[config.mk]
export PLATFORM = sky130hd
export DESIGN_NAME = pvic_ctrl
export DESIGN_NICKNAME = d
export VERILOG_FILES = /design/src/pvic_pkg.sv /design/src/pvic_ctrl.sv
export SDC_FILE = /design/constraint.sdc
export NUM_CORES = 1
export LEC_CHECK = 0
export BUFFER_PORTS_ARGS = -buffer_cell sky130_fd_sc_hd__buf_2
export CAP_MARGIN = 30
export CORE_UTILIZATION = 30
export DETAILED_ROUTE_END_ITERATION = 8
export PLACE_DENSITY = 0.46
export SLEW_MARGIN = 10
export SYNTH_ARGS = -nofsm -noshare
export SYNTH_HDL_FRONTEND = slang
export SYNTH_SLANG_ARGS = --single-unit
[constraint.sdc]
create_clock -name clk_in -period 46.9 [get_ports clk_in]
set_input_delay 14.07 -clock clk_in [delete_from_list [all_inputs] [get_ports clk_in]]
set_output_delay 14.07 -clock clk_in [all_outputs]
set_load 0.01 [all_outputs]
[src/pvic_pkg.sv]
// package for the prioritized vectored interrupt controller
package pvic_pkg;
   localparam int NUM_SRC = 20;
   localparam int NUM_VEC = 18;
   localparam int VEC_IDX_W = 5;
   // apb register byte offsets
   localparam logic [7:0] OFS_PEND = 8'h00;
   localparam logic [7:0] OFS_ENAB = 8'h04;
   localparam logic [7:0] OFS_PRIO = 8'h08;
   localparam logic [7:0] OFS_CTRL = 8'h0c;
   localparam logic [7:0] OFS_EDGE = 8'h10;
   localparam logic [7:0] OFS_STAT = 8'h14;
   // control register field
   localparam int CTRL_GIE_BIT = 0;
   localparam logic [31:0] PEND_RST = 32'h0000_0000;
   localparam logic [31:0] ENAB_RST = 32'h0000_0000;
   localparam logic [35:0] PRIO_RST = 36'h0_0000_0000;
   localparam logic [7:0] EDGE_RST = 8'h00;
   // vector slot order: slot 0 highest among maskable at equal priority level
   localparam logic [15:0] VEC_RESET = 16'h0002;
   localparam logic [15:0] VEC_WDT = 16'h0004;
   localparam logic [15:0] VEC_POSC_FAIL = 16'h003a;
   localparam logic [15:0] VEC_WOSC_FAIL = 16'h003c;
   localparam logic [15:0] VEC_ILLEGAL = 16'h0006;
   localparam logic [15:0] VEC_TABLE [NUM_VEC] = '{
      16'h000a, 16'h000c, 16'h000e, 16'h0010, 16'h0016, 16'h0018, 16'h001a,
      16'h001c, 16'h001e, 16'h0020, 16'h0022, 16'h0024, 16'h0026,
      16'h0030, 16'h0032, 16'h0034, 16'h0036, 16'h0000};
   localparam int NUM_MASKABLE = 17;
   typedef struct packed {
      logic [NUM_MASKABLE-1:0] per_src;
      logic wdt_level;
      logic posc_fail;
      logic wosc_fail;
      logic illegal;
   } pvic_events_t;
   typedef struct packed {
      logic ei;
      logic di;
      logic return_from_handler_instr;
      logic trap;
      logic ack;
   } pvic_core_t;
endpackage : pvic_pkg

[src/pvic_ctrl.sv]
// prioritized vectored interrupt controller with apb registers
//
// Implementation choices: the placing of the registers and the APB slave port.
`timescale 1ns/100ps
module pvic_ctrl #(
   parameter int NUM_SLOT = 17
) (
   input wire logic clk_in,
   input wire logic rst_in,
   input wire logic psel_in,
   input wire logic penable_in,
   input wire logic pwrite_in,
   input wire logic [7:0] paddr_in,
   input wire logic [31:0] pwdata_in,
   output logic [31:0] prdata_out,
   output logic pready_out,
   output logic pslverr_out,
   input wire logic [7:0] periph_pulse_in,
   input wire logic [7:0] port_a_pin_in,
   input wire logic [3:0] port_c_pin_in,
   input wire logic wdt_timeout_in,
   input wire logic wdt_irq_enable_in,
   input wire logic posc_fail_in,
   input wire logic wosc_fail_in,
   input wire logic illegal_instr_in,
   input wire pvic_pkg::pvic_core_t core_in,
   output logic irq_req_out,
   output logic [15:0] vector_addr_out,
   output logic [4:0] vector_slot_out,
   output logic global_irq_enable_bit_out
);
   // peripheral pulses: 7 timer1, 6 timer0, 5 rx, 4 tx, 3 adc,
   // 2 low_voltage_detector, 1 comparator, 0 unused spare
   logic [1:0] pa_sync_r [8];
   logic [1:0] pc_sync_r [4];
   logic [7:0] pa_prev_r;
   logic [3:0] pc_prev_r;
   logic [1:0] wdt_sync_r;
   logic [NUM_SLOT-1:0] pend_r;
   logic [NUM_SLOT-1:0] enab_r;
   logic [2*NUM_SLOT-1:0] prio_r;
   logic [7:0] edge_sel_r;
   logic global_irq_enable_bit_r;
   logic [NUM_SLOT-1:0] hw_set;
   logic [7:0] pa_now;
   logic [3:0] pc_now;
   logic [7:0] pa_evt;
   logic [3:0] pc_evt;
   logic wdt_req;
   logic trap_any;
   logic win_valid;
   logic [4:0] win_slot;
   logic [15:0] win_vec;
   logic apb_wr;
   logic apb_rd;
   logic [31:0] rd_data;
   logic bad_addr;

   genvar gi;
   generate
      for (gi = 0; gi < 8; gi++)
      begin : g_pa
         // pins are asynchronous to clk_in: two flops before any edge logic
         always_ff @(posedge clk_in)
         begin
            if (rst_in)
            begin
               pa_sync_r[gi] <= 2'h0;
            end
            else
            begin
               pa_sync_r[gi] <= {pa_sync_r[gi][0], port_a_pin_in[gi]};
            end
         end
         assign pa_now[gi] = pa_sync_r[gi][1];
         // selectable edge: 1 rising, 0 falling
         assign pa_evt[gi] = edge_sel_r[gi] ? (pa_now[gi] & ~pa_prev_r[gi])
                                           : (~pa_now[gi] & pa_prev_r[gi]);
      end
      for (gi = 0; gi < 4; gi++)
      begin : g_pc
         always_ff @(posedge clk_in)
         begin
            if (rst_in)
            begin
               pc_sync_r[gi] <= 2'h0;
            end
            else
            begin
               pc_sync_r[gi] <= {pc_sync_r[gi][0], port_c_pin_in[gi]};
            end
         end
         assign pc_now[gi] = pc_sync_r[gi][1];
         // no edge select here: port c always reports both edges
         assign pc_evt[gi] = pc_now[gi] ^ pc_prev_r[gi];
      end
   endgenerate

   always_ff @(posedge clk_in)
   begin
      if (rst_in)
      begin
         pa_prev_r <= 8'h00;
         pc_prev_r <= 4'h0;
         wdt_sync_r <= 2'h0;
      end
      else
      begin
         pa_prev_r <= pa_now;
         pc_prev_r <= pc_now;
         // watchdog lives on a slower clock, so resynchronise its level
         wdt_sync_r <= {wdt_sync_r[0], wdt_timeout_in};
      end
   end

   assign wdt_req = wdt_sync_r[1] & wdt_irq_enable_in;
   assign trap_any = posc_fail_in | wosc_fail_in | illegal_instr_in | core_in.trap;

   // slot map: 0..3 timer1,timer0,rx,tx; 4 adc; 5 pa7/lvd; 6 pa6/comp;
   // 7..12 pa5..pa0; 13..16 pc3..pc0
   always_comb
   begin
      hw_set = '0;
      hw_set[0] = periph_pulse_in[7];
      hw_set[1] = periph_pulse_in[6];
      hw_set[2] = periph_pulse_in[5];
      hw_set[3] = periph_pulse_in[4];
      hw_set[4] = periph_pulse_in[3];
      hw_set[5] = pa_evt[7] | periph_pulse_in[2];
      hw_set[6] = pa_evt[6] | periph_pulse_in[1];
      for (int i = 0; i < 6; i++)
      begin
         hw_set[7+i] = pa_evt[5-i];
      end
      for (int i = 0; i < 4; i++)
      begin
         hw_set[13+i] = pc_evt[3-i];
      end
   end

   // writes land only on the edge that completes the transfer
   assign apb_wr = psel_in & penable_in & pwrite_in & pready_out;
   assign apb_rd = psel_in & penable_in & ~pwrite_in;
   always_comb
   begin
      bad_addr = 1'b0;
      rd_data = 32'h0000_0000;
      if (paddr_in == pvic_pkg::OFS_PEND)
      begin
         rd_data[NUM_SLOT-1:0] = pend_r;
      end
      else if (paddr_in == pvic_pkg::OFS_ENAB)
      begin
         rd_data[NUM_SLOT-1:0] = enab_r;
      end
      else if (paddr_in == pvic_pkg::OFS_PRIO)
      begin
         rd_data = prio_r[31:0];
      end
      else if (paddr_in == pvic_pkg::OFS_PRIO + 8'h20)
      begin
         rd_data[2*NUM_SLOT-33:0] = prio_r[2*NUM_SLOT-1:32];
      end
      else if (paddr_in == pvic_pkg::OFS_CTRL)
      begin
         rd_data[pvic_pkg::CTRL_GIE_BIT] = global_irq_enable_bit_r;
      end
      else if (paddr_in == pvic_pkg::OFS_EDGE)
      begin
         rd_data[7:0] = edge_sel_r;
      end
      else if (paddr_in == pvic_pkg::OFS_STAT)
      begin
         rd_data = {10'h000, win_valid, win_slot, win_vec};
      end
      else
      begin
         // unmapped: error answer, read zero, write dropped
         bad_addr = 1'b1;
      end
   end

   // pending bits: hardware set wins over a clearing write or ack
   always_ff @(posedge clk_in)
   begin
      if (rst_in)
         pend_r <= pvic_pkg::PEND_RST[NUM_SLOT-1:0];
      else
      begin
         for (int i = 0; i < NUM_SLOT; i++)
         begin
            if (hw_set[i])
            begin
               pend_r[i] <= 1'b1;
            end
            else if (apb_wr && paddr_in == pvic_pkg::OFS_PEND)
            begin
               pend_r[i] <= pwdata_in[i];
            end
            else if (core_in.ack && irq_req_out && vector_slot_out == 5'(i))
            begin
               pend_r[i] <= 1'b0;
            end
         end
      end
   end

   always_ff @(posedge clk_in)
   begin
      if (rst_in)
      begin
         enab_r <= pvic_pkg::ENAB_RST[NUM_SLOT-1:0];
         prio_r <= pvic_pkg::PRIO_RST[2*NUM_SLOT-1:0];
         edge_sel_r <= pvic_pkg::EDGE_RST;
      end
      else if (apb_wr)
      begin
         if (paddr_in == pvic_pkg::OFS_ENAB)
         begin
            enab_r <= pwdata_in[NUM_SLOT-1:0];
         end
         else if (paddr_in == pvic_pkg::OFS_PRIO)
         begin
            prio_r[31:0] <= pwdata_in;
         end
         else if (paddr_in == pvic_pkg::OFS_PRIO + 8'h20)
         begin
            prio_r[2*NUM_SLOT-1:32] <= pwdata_in[2*NUM_SLOT-33:0];
         end
         else if (paddr_in == pvic_pkg::OFS_EDGE)
         begin
            edge_sel_r <= pwdata_in[7:0];
         end
      end
   end

   always_ff @(posedge clk_in)
   begin
      if (rst_in)
      begin
         global_irq_enable_bit_r <= 1'b0;
      end
      else if (core_in.di || trap_any || (core_in.ack && irq_req_out))
      begin
         // clearing first: a taken request must never re-enter at once
         global_irq_enable_bit_r <= 1'b0;
      end
      else if (core_in.ei || core_in.return_from_handler_instr)
      begin
         global_irq_enable_bit_r <= 1'b1;
      end
      else if (apb_wr && paddr_in == pvic_pkg::OFS_CTRL)
      begin
         global_irq_enable_bit_r <= pwdata_in[pvic_pkg::CTRL_GIE_BIT];
      end
   end

   // level 0 in a field ranks the same as level 1; 1..3 ranking levels
   always_comb
   begin
      logic [1:0] best_lvl;
      logic [1:0] lvl;
      best_lvl = 2'h0;
      lvl = 2'h0;
      win_valid = 1'b0;
      win_slot = 5'h00;
      win_vec = 16'h0000;
      for (int i = 0; i < NUM_SLOT; i++)
      begin
         lvl = prio_r[2*i +: 2];
         if (lvl == 2'h0)
         begin
            lvl = 2'h1;
         end
         // strict greater keeps the earlier slot on ties
         if (pend_r[i] && enab_r[i] && (!win_valid || lvl > best_lvl))
         begin
            win_valid = 1'b1;
            best_lvl = lvl;
            win_slot = 5'(i);
            win_vec = pvic_pkg::VEC_TABLE[i];
         end
      end
      // top-level sources bypass programmable ranking
      if (illegal_instr_in)
      begin
         win_valid = 1'b1;
         win_slot = 5'h1c;
         win_vec = pvic_pkg::VEC_ILLEGAL;
      end
      if (wosc_fail_in)
      begin
         win_valid = 1'b1;
         win_slot = 5'h1d;
         win_vec = pvic_pkg::VEC_WOSC_FAIL;
      end
      if (posc_fail_in)
      begin
         win_valid = 1'b1;
         win_slot = 5'h1e;
         win_vec = pvic_pkg::VEC_POSC_FAIL;
      end
      if (wdt_req)
      begin
         win_valid = 1'b1;
         win_slot = 5'h1f;
         win_vec = pvic_pkg::VEC_WDT;
      end
   end

   // outputs registered; vector word holds high byte for even address
   always_ff @(posedge clk_in)
   begin
      if (rst_in)
      begin
         irq_req_out <= 1'b0;
         vector_addr_out <= pvic_pkg::VEC_RESET;
         vector_slot_out <= 5'h00;
         global_irq_enable_bit_out <= 1'b0;
      end
      else
      begin
         // traps are not gated by the global enable
         irq_req_out <= win_valid && (global_irq_enable_bit_r || win_slot[4:2] == 3'h7)
                        && !(core_in.ack && irq_req_out);
         vector_addr_out <= win_vec;
         vector_slot_out <= win_slot;
         global_irq_enable_bit_out <= global_irq_enable_bit_r;
      end
   end

   always_ff @(posedge clk_in)
   begin
      if (rst_in)
      begin
         prdata_out <= 32'h0000_0000;
         pready_out <= 1'b0;
         pslverr_out <= 1'b0;
      end
      else
      begin
         // one wait state: answer one cycle into the access phase
         pready_out <= psel_in & penable_in & ~pready_out;
         pslverr_out <= psel_in & penable_in & ~pready_out & bad_addr;
         if (apb_rd && !pready_out)
         begin
            prdata_out <= rd_data;
         end
      end
   end
endmodule : pvic_ctrl

==> flow_metrics.tcl, run 1 <==
set metrics [dict create \
    grt_first_pass_wirelength_um 45110 \
    drive_gt1_share_pct 18.86 \
    cts.sinks 161 \
    worstSetupPathType "reg -> reg" \
    setup_viol 0 \
    syn-mean-instance-area_um2 8.001 \
    clockBufferDepth 2 \
    ys_ff_latch 161 \
    grt.met3_usage_pct 3.040 \
    postSynthCellCount 1046 \
    max_stage_delay_ns 0.60 \
    grt-busiest-layer "met2" \
    synth_edf_count 0 \
    irDropWorstVdd_v 0.00001971 \
    initial_utilization_pct 30.80 \
    clk-insertion-delay-late_ns 0.45 \
    nNetsFinal 1241 \
    fin_area_mm2 0.009946 \
    syn2layout_area_growth_pct 18.84 \
    placementRows 60 \
    antenna_found_initial 0 \
    drv_slew 0 \
    hold_path.startpoint "pa_sync_r[0][0]" \
    rr_worst_depth 107 \
    place_congestion 0.8682 \
    hp-class "reg -> reg" \
    ys_async_sr_fraction_pct 0 \
    die_h_um 169.0 \
    outcome "complete, no violations" \
    seq_area_frac_synth_pct 38.51 \
    first_global_vias 7476 \
    diodes 0 \
    drt_iter0_drc 621 \
    track_usage_pct 20.98 \
    fmax_mhz 42.52 \
    worst_pin_slew_ns 1.026 \
    ant_nets 0 \
    die_w_um 169.0 \
    rsz0062_at_grt "no" \
    post-cts-setup-buffers 0 \
    clk_pin_slew_ns 0.08 \
    timing.hold.ws_ns 0.4345 \
    routed_via_density 5.200 \
    arrival_ns 23.81 \
    path_buf_inv 2 \
    grt_max_degree 76 \
    hold_path_depth 1 \
    r2r_start "pend_r[0]" \
    hold_viol 0 \
    worst_hold_path.endpoint "pa_sync_r[0][1]" \
    max_cap_violations 0 \
    finalWirelength_um 29330 \
    cp-end-kind "flip-flop" \
    slew_headroom_pct 31.26 \
    fin_crit_ns 23.52 \
    yosysTopAreaCell "dfxtp_1" \
    ys.flop_type "dfxtp_1" \
    r2r_end "prdata_out[2]" \
    pin_count 132 \
    netlist_area_mm2 0.008369 \
    crit_required_ns 47.20 \
    synth_top_area_share_pct 38.51 \
    ff_latch_area_mm2 0.003223 \
    overflow 0 \
    grt_util_met2_pct 32.59 \
    place_inst 1494 \
    worst-path-max-fanout 12 \
    yosys_warnings 0 \
    synthTopCellsByArea "dfxtp_1 (39%), nand2_1 (7.4%), a21oi_1 (5.6%)" \
    mostFrequentLayoutCell "nand2_1" \
    critPathMostFrequentCell "ha_1" \
    power.total_uw 311.8 \
    cts_resized 0 \
    final_cell_mix "nand2_1 (164), dfxtp_1 (161), buf_2 (118)" \
    crit_slowest_cell "o2bb2ai_1" \
    cp-start-kind "flip-flop" \
    dp_hpwl_um 22040 \
    drc 0 \
    dieArea_mm2 0.02857 \
    nFillCells 2953 \
    vias 7946 \
    critical-path-top-delay-family "compound AO/OA/AOI/OAI gates" \
    powerDensity_mw_per_mm2 31.35 \
    clockRootBuffer "clkbuf_16" \
    core_mm2 0.02718 \
    multi_input_area_mm2 0.004848 \
    setup_tns_ns 0 \
    finClkSkew_ns 0.02821 \
    hold_buffers 0 \
    cts_tree "done" \
    drt_pass1_iterations 7 \
    port-buffer-count 119 \
    htree_levels 4 \
    fin_cells 1528 \
    finalCritPeriodShare_pct 50.14 \
    dpl_cell_area_mm2 0.009301 \
    met1_usage_pct 29.11 \
    leakagePower_nw 4.004 \
    drt-wirelength-per-cell_um 19.20 \
    ys_types 81 \
    numCtsBuffers 17 \
    rrSetupSlack_ns 23.38 \
]
[state kept, by name, indices dropped and copies added (netlist names), 8 cells and up]
signal	flops
pc_sync_r	8
pend_r	17
pa_sync_r	16
prdata_out	32
pa_prev_r	8
enab_r	17
edge_sel_r	8
prio_r	34
[cell usage after synthesis, drive strengths merged, types with 3 or more instances]
library cell,instances
mux2i,15
xnor2,4
a221oi,13
a211o,3
ha,23
dfxtp,161
o21bai,4
o2111ai,4
and2,8
a21oi,97
nor2b,61
nor3,37
and3,9
or3b,6
nor4,6
o221ai,3
clkbuf,47
nand4,3
nand2,164
nand2b,7
a21boi,4
o31ai,5
nand3,22
o211ai,11
a21o,7
o21ai,40
a211oi,20
or2,7
mux2,16
nand3b,8
inv,15
o21a,4
nor4b,4
nor2,103
a222oi,3
a31o,4
buf,17
or3,3
o2111a,3
a31oi,23
a22oi,16
[kinds of logic after synthesis]
family / count (synthesis) / synth area share [%]
fa+ha+maj: 23 / 3.439
other cells: 1 / 0.04481
xor+xnor: 4 / 0.4186
compound gates: 290 / 23.35
flops: 161 / 38.51
mux: 31 / 3.947
simple gates: 456 / 26.03
buf+inv: 80 / 4.261
[cell type report]
type	count	share of cell area, %
clock buffer	17	4.277
clock inverter	15	2.051
timing repair buffer	133	7.271
tap	372	4.680
sequential	161	32.41
multi-input combinational	815	48.75
inverter	15	0.5661
[through the flow]
step,util (%),setup WS (ns)
6_report,36.60,23.38
5_1_grt,36.60,21.25
4_1_cts,36.54,23.12
3_5_place_dp,34.23,23.23
3_3_place_gp,34.13,23.23
2_1_floorplan,-,27.16
[worst max-delay path by stage]
stage	depth (start not counted)	to	startpoint	slack (ns)
floorplan	110	prdata_out[17]	pend_r[0]	27.16
global placement	107	prdata_out[2]	pend_r[0]	23.23
detailed placement	107	prdata_out[2]	pend_r[0]	23.23
CTS	107	prdata_out[2]	pend_r[0]	23.12
global route	108	prdata_out[2]	pend_r[0]	21.25
finish	107	prdata_out[2]	pend_r[0]	23.38
[routing by layer]
layer	share of wire [%]	wire, µm
met3	4.6	1354
met4	2.8	814
met5	0	0
met1	48	14090
met2	45	13070
[report_power, final]
group	internal, mW	switching [mW]
clock network	0.0735	0.0746
registers	0.140	0.00324
logic	0.00792	0.0122
total	0.222	0.0900
No activity file was read; power rests on OpenSTA's default activity.
==> run 2, diff against run 1 <==
- ABC_AREA: unset -> 1
- PLACE_DENSITY: 0.46 -> 0.47
- clock period: 46.9 -> 21.5 ns (I/O delays scaled with it)
==> run 2 against run 1 <==
  * Global-route usage shrank 1.2 points
  * Core utilization shrank 0.39 points
  * Largest power group is now registers
  * Critical endpoint is now prdata_out[1]
  * Final cell count grew 12%
  * Cell area shrank 1.1%
  * Worst hold slack lost 0.034 ns
  * Via count grew 1.4%
  * Maximum frequency grew 22%
  * Clock power grew 93%
==> flow_metrics.tcl, run 2 <==
set metrics [dict create \
    place_congestion 0.8830 \
    largest_register_ff_count 34 \
    synthSimpleGateAreaFrac_pct 28.04 \
    numCtsBuffers 17 \
    cp-start-kind "flip-flop" \
    drv_slew 0 \
    reg.largest.list "prio_r: 34 flops, prdata_out: 32 flops" \
    power.total_uw 633.8 \
    hold_viol 0 \
    ys_top_cells_by_count "nand2_1 (220), inv_1 (188), nor2_1 (170)" \
    cts_tree "done" \
    synthMostInstantiatedCell "nand2_1" \
    initial_utilization_pct 30.79 \
    worst_pin_slew_ns 0.7524 \
    yosysTopAreaCell "dfxtp_1" \
    finalWirelength_um 27570 \
    synth_top_area_share_pct 38.52 \
    post-cts-setup-buffers 0 \
    fin_crit_ns 19.32 \
    diodes 0 \
    netlist_area_mm2 0.008367 \
    worst-path-max-fanout 11 \
    ys.flop_type "dfxtp_1" \
    cts.sinks 161 \
    synthAdderAreaFrac_pct 3.440 \
    drt_iter0_drc 549 \
    yosys_warnings 0 \
    ys_ff_latch 161 \
    synth_edf_count 0 \
    syn-mean-instance-area_um2 6.836 \
    mostFrequentLayoutCell "nand2_1" \
    max_cap_violations 0 \
    antenna_found_initial 0 \
    leakagePower_nw 4.848 \
    grt_max_degree 61 \
    track_usage_pct 19.83 \
    first_global_vias 7582 \
    arrival_ns 19.62 \
    top_register "prio_r" \
    critPathLaunch "pend_r[0]" \
    drive_gt1_share_pct 16.43 \
    max_stage_delay_ns 0.40 \
    grt_first_pass_wirelength_um 42720 \
    ys_async_sr_fraction_pct 0 \
    dieArea_mm2 0.02856 \
    clockBufferDepth 2 \
    drc 0 \
    slew_headroom_pct 49.45 \
    die_w_um 169 \
    utilization_pct 36.21 \
    synth_xor_area_share_pct 0.4187 \
    synth_top_family_by_area "simple AND/OR/NAND/NOR gates" \
    ys_types 42 \
    drt-wirelength-per-cell_um 16.17 \
    nNetsFinal 1418 \
    powerDensity_mw_per_mm2 64.40 \
    placementRows 60 \
    r2r_start "pend_r[0]" \
    syn2layout_area_growth_pct 17.62 \
    hp-class "reg -> reg" \
    postSynthCellCount 1224 \
    r2r_end "prdata_out[1]" \
    routed_via_density 4.725 \
    rsz0062_at_grt "no" \
    synth-compound-area-share_pct 17.38 \
    setup_tns_ns 0 \
    crit_required_ns 21.80 \
    fmax_mhz 51.76 \
    hold_buffers 0 \
    synthTopCellsByArea "dfxtp_1 (39%), nand2_1 (9.9%), inv_1 (8.4%)" \
    rr_worst_depth 141 \
    clockRootBuffer "clkbuf_16" \
    drt_pass1_iterations 6 \
    critPathMostFrequentCell "nand2_1" \
    pin_count 132 \
    clk-insertion-delay-late_ns 0.44 \
    overflow 0 \
    finClkSkew_ns 0.01498 \
    dp_hpwl_um 21150 \
    vias 8056 \
    die_h_um 169 \
    final_cell_mix "nand2_1 (219), inv_1 (188), nor2_1 (168)" \
    port-buffer-count 119 \
    htree_levels 4 \
    setup_viol 0 \
    endpoint "prdata_out[1]" \
    seq_area_frac_synth_pct 38.52 \
    outcome "complete, no violations" \
    worstSetupPathType "reg -> reg" \
    cts_resized 0 \
    muxShareOfSynthArea_pct 0 \
    cp-end-kind "flip-flop" \
    core_mm2 0.02718 \
    clk_pin_slew_ns 0.07 \
    finalCritPeriodShare_pct 89.86 \
    irDropWorstVdd_v 0.00004731 \
    rrSetupSlack_ns 2.18 \
    ant_nets 0 \
    crit_slowest_cell "dfxtp_1" \
]
[run 2: cell count changes in the layout (fill, tap and decap cells not counted), moves of 18 or more]
cell and change:
o21ai_0 +47, nor3_1 -19, nand2_1 +55, nand2_2 +18, nor2_1 +66, inv_1 +173
nor2b_1 -60, nand3_1 +37
[run 2: worst min path at each step]
stage / start / to / slack, ns / cells past startpoint
2_1_floorplan: pa_sync_r[0][0] / pa_sync_r[0][1] / 0.39 / 2
3_3_place_gp: wdt_sync_r[0] / wdt_sync_r[1] / 0.39 / 2
3_5_place_dp: pa_sync_r[0][0] / pa_sync_r[0][1] / 0.39 / 2
4_1_cts: pa_sync_r[0][0] / pa_sync_r[0][1] / 0.40 / 2
5_1_grt: pa_sync_r[1][4] / pa_sync_r[1][5] / 0.42 / 2
6_report: pa_sync_r[0][0] / pa_sync_r[0][1] / 0.40 / 2
[run 2: cell type report]
class / instances / area, µm²
clock buffer: 20 / 436.7
clock inverter: 12 / 96.34
fill: 3022 / 17340
inverter: 194 / 728.2
multi-input combinational: 817 / 4185
sequential: 161 / 3223
tap: 372 / 465.4
timing repair buffer: 129 / 705.7
[run 2: cell families after synthesis]
kind of cell	Yosys count
flops	161
other cells	1
xor+xnor	4
compound gates	253
fa+ha+maj	23
buf+inv	256
simple gates	526
[run 2: per-layer routing]
layer	up-vias	global-route usage, %	wire length [µm]
met3	26	3.180	1223
li1	4111	-	-
met2	177	32.11	12520
met1	3742	26.99	13320
met4	0	5.993	497
met5	-	0	0
[run 2: critical path: cells and delay by family, from the launching register on]
| family | cells | cell delay, ns |
|---|---|---|
| AND/OR/NAND/NOR | 72 | 7.43 |
| adder cells (fa/ha/maj) | 16 | 4.75 |
| AO/OA/AOI/OAI | 27 | 4.52 |
| buffers and inverters | 26 | 2.07 |
| flip-flops | 1 | 0.40 |
[run 2: where the power goes]
part,internal (mW),switching [mW]
combinational,0.0128,0.0270
sequential,0.305,0.00387
clock,0.150,0.135
total,0.468,0.166
[run 2: per-stage QoR]
stage	setup slack (ns)	hold slack, ns	instances	area, µm²
4_1_cts	1.769	0.4019	1705	9837
6_report	2.180	0.4008	1705	9841
5_1_grt	0.03656	0.4224	1705	9841
3_5_place_dp	1.863	0.3925	1673	9304
3_3_place_gp	1.838	0.3905	1671	9256
2_1_floorplan	4.403	0.3883	1234	8404
==> run 3, diff against run 2 <==
- CORE_UTILIZATION: 30 -> 35
- PLACE_DENSITY: 0.47 -> 0.54
==> run 3 against run 2 <==
  * Register-to-register slack lost 0.04 ns
  * Via count grew 0.62%
  * First-iteration DRC count is 5.1% lower
  * Sequential power barely moved
  * Total power grew 4.4%
  * Final cell count fell by 3.2%
  * Combinational power shrank 1%
  * Critical endpoint unchanged
  * Highest routed layer unchanged
==> flow_metrics.tcl, run 3 (same netlist as run 2, synthesis figures left out) <==
set metrics [dict create \
    outcome "complete, no violations" \
    drive_gt1_share_pct 16.59 \
    hold_path_depth 2 \
    crit_slowest_cell "dfxtp_1" \
    dieArea_mm2 0.02453 \
    largest_register_ff_count 34 \
    numCtsBuffers 17 \
    arrival_ns 19.66 \
    syn2layout_area_growth_pct 17.45 \
    antenna_found_initial 0 \
    clk_pin_slew_ns 0.07 \
    met1_usage_pct 29.22 \
    setup_tns_ns 0 \
    multi_input_area_mm2 0.004194 \
    hold_viol 0 \
    grt_max_degree 64 \
    cts_tree "done" \
    irDropWorstVdd_v 0.00003656 \
    finalCritPeriodShare_pct 90.06 \
    clockRootBuffer "clkbuf_16" \
    r2r_start "pend_r[0]" \
    worst-path-max-fanout 11 \
    worst_pin_slew_ns 0.6983 \
    core_mm2 0.02347 \
    utilization_pct 41.87 \
    setup_viol 0 \
    diodes 0 \
    htree_levels 4 \
    crit_required_ns 21.80 \
    r2r_end "prdata_out[1]" \
    clockBufferDepth 2 \
    finClkSkew_ns 0.01225 \
    critPathMostFrequentCell "nand2_1" \
    finalWirelength_um 26380 \
    initial_utilization_pct 35.64 \
    fin_crit_ns 19.36 \
    fmax_mhz 51.64 \
    cts.sinks 161 \
    drt-wirelength-per-cell_um 15.98 \
    nFillCells 2527 \
    die_w_um 156.6 \
    die_h_um 156.6 \
    grt.met3_usage_pct 3.739 \
    cp-start-kind "flip-flop" \
    grt_util_met2_pct 35.16 \
    nNetsFinal 1418 \
    clk-insertion-delay-late_ns 0.43 \
    grt-busiest-layer "met2" \
    hp-class "reg -> reg" \
    overflow 0 \
    post-cts-setup-buffers 0 \
    worstSetupPathType "reg -> reg" \
    dp_hpwl_um 20090 \
    leakagePower_nw 4.873 \
    mostFrequentLayoutCell "nand2_1" \
    drc 0 \
    rsz0062_at_grt "no" \
    max_cap_violations 0 \
    grt_first_pass_wirelength_um 39800 \
    track_usage_pct 21.70 \
    drt_iter0_drc 521 \
    first_global_vias 7292 \
    slew_headroom_pct 53.09 \
    vias 8106 \
    drv_slew 0 \
    ff_latch_area_mm2 0.003223 \
    routed_via_density 4.910 \
    top_register "prio_r" \
    hold_path.startpoint "pa_sync_r[0][2]" \
    port-buffer-count 119 \
    ant_nets 0 \
    final_cell_mix "nand2_1 (220), inv_1 (188), nor2_1 (168)" \
    worst_hold_path.endpoint "pa_sync_r[0][3]" \
    pin_count 132 \
    rr_worst_depth 141 \
    placementRows 56 \
    drt_pass1_iterations 5 \
    powerDensity_mw_per_mm2 67.35 \
    rrSetupSlack_ns 2.14 \
    cts_resized 0 \
    cp-end-kind "flip-flop" \
    place_congestion 0.9011 \
    max_stage_delay_ns 0.45 \
    reg.largest.list "prio_r: 34 flops, prdata_out: 32 flops" \
    hold_buffers 0 \
]
[run 3: cell types whose count changed in the layout (fill, tap and decap cells not counted), sizes merged]
cell and change:
bufinv +2, clkbuf -1, clkinv -1, clkinvlp -1
[run 3: worst max path at each step]
stage                          from             to  slack [ns]  cells past startpoint
final                     pend_r[0]  prdata_out[1]        2.14                    141
after global routing      pend_r[0]  prdata_out[1]        0.02                    142
after CTS                 pend_r[0]  prdata_out[1]        1.79                    141
after detailed placement  pend_r[0]  prdata_out[1]        1.89                    142
after global placement    pend_r[0]  prdata_out[1]        1.95                    141
after floorplan           pend_r[0]  prdata_out[1]        4.40                    142
[run 3: layout make-up]
| cell class | instances | area share [%] |
|---|---|---|
| multi-input cells | 817 | 42.68 |
| flip-flops and latches | 161 | 32.80 |
| inverters | 194 | 7.410 |
| repair buffers | 129 | 7.054 |
| clock buffers | 19 | 4.507 |
| well taps | 319 | 4.062 |
| clock inverters | 12 | 1.490 |
[run 3: report_power, final]
part           leakage, nW  switching, mW  internal [mW]  total, mW
Combinational         3.28         0.0265         0.0128     0.0393
Clock                0.285          0.137          0.177      0.314
Sequential            1.31        0.00409          0.305      0.309
Total                 4.87          0.168          0.494      0.662
[run 3: per-layer routing]
metal  share of wire, %  up-vias
li1                   -     4106
met1                 46     3733
met2                 46      240
met3                5.6       27
met4                2.0        0
met5                  0        -
[run 3: critical path: cells and delay by family (launching register included)]
family | cells | cell delay [ns]
simple gates | 72 | 7.40
compound gates | 27 | 4.49
buf+inv | 26 | 2.09
fa+ha+maj | 16 | 4.77
flops | 1 | 0.45
[run 3: stage by stage]
stage | instance area (µm²) | hold WS [ns] | power, mW | cells | setup WS [ns]
2_1_floorplan | 8404 | 0.3883 | 0.3364 | 1234 | 4.403
3_3_place_gp | 9195 | 0.3886 | 0.3541 | 1619 | 1.949
3_5_place_dp | 9223 | 0.3921 | 0.3542 | 1620 | 1.891
4_1_cts | 9812 | 0.4017 | 0.6659 | 1651 | 1.787
5_1_grt | 9827 | 0.4073 | 0.6830 | 1651 | 0.02235
6_report | 9827 | 0.3999 | 0.6618 | 1651 | 2.136
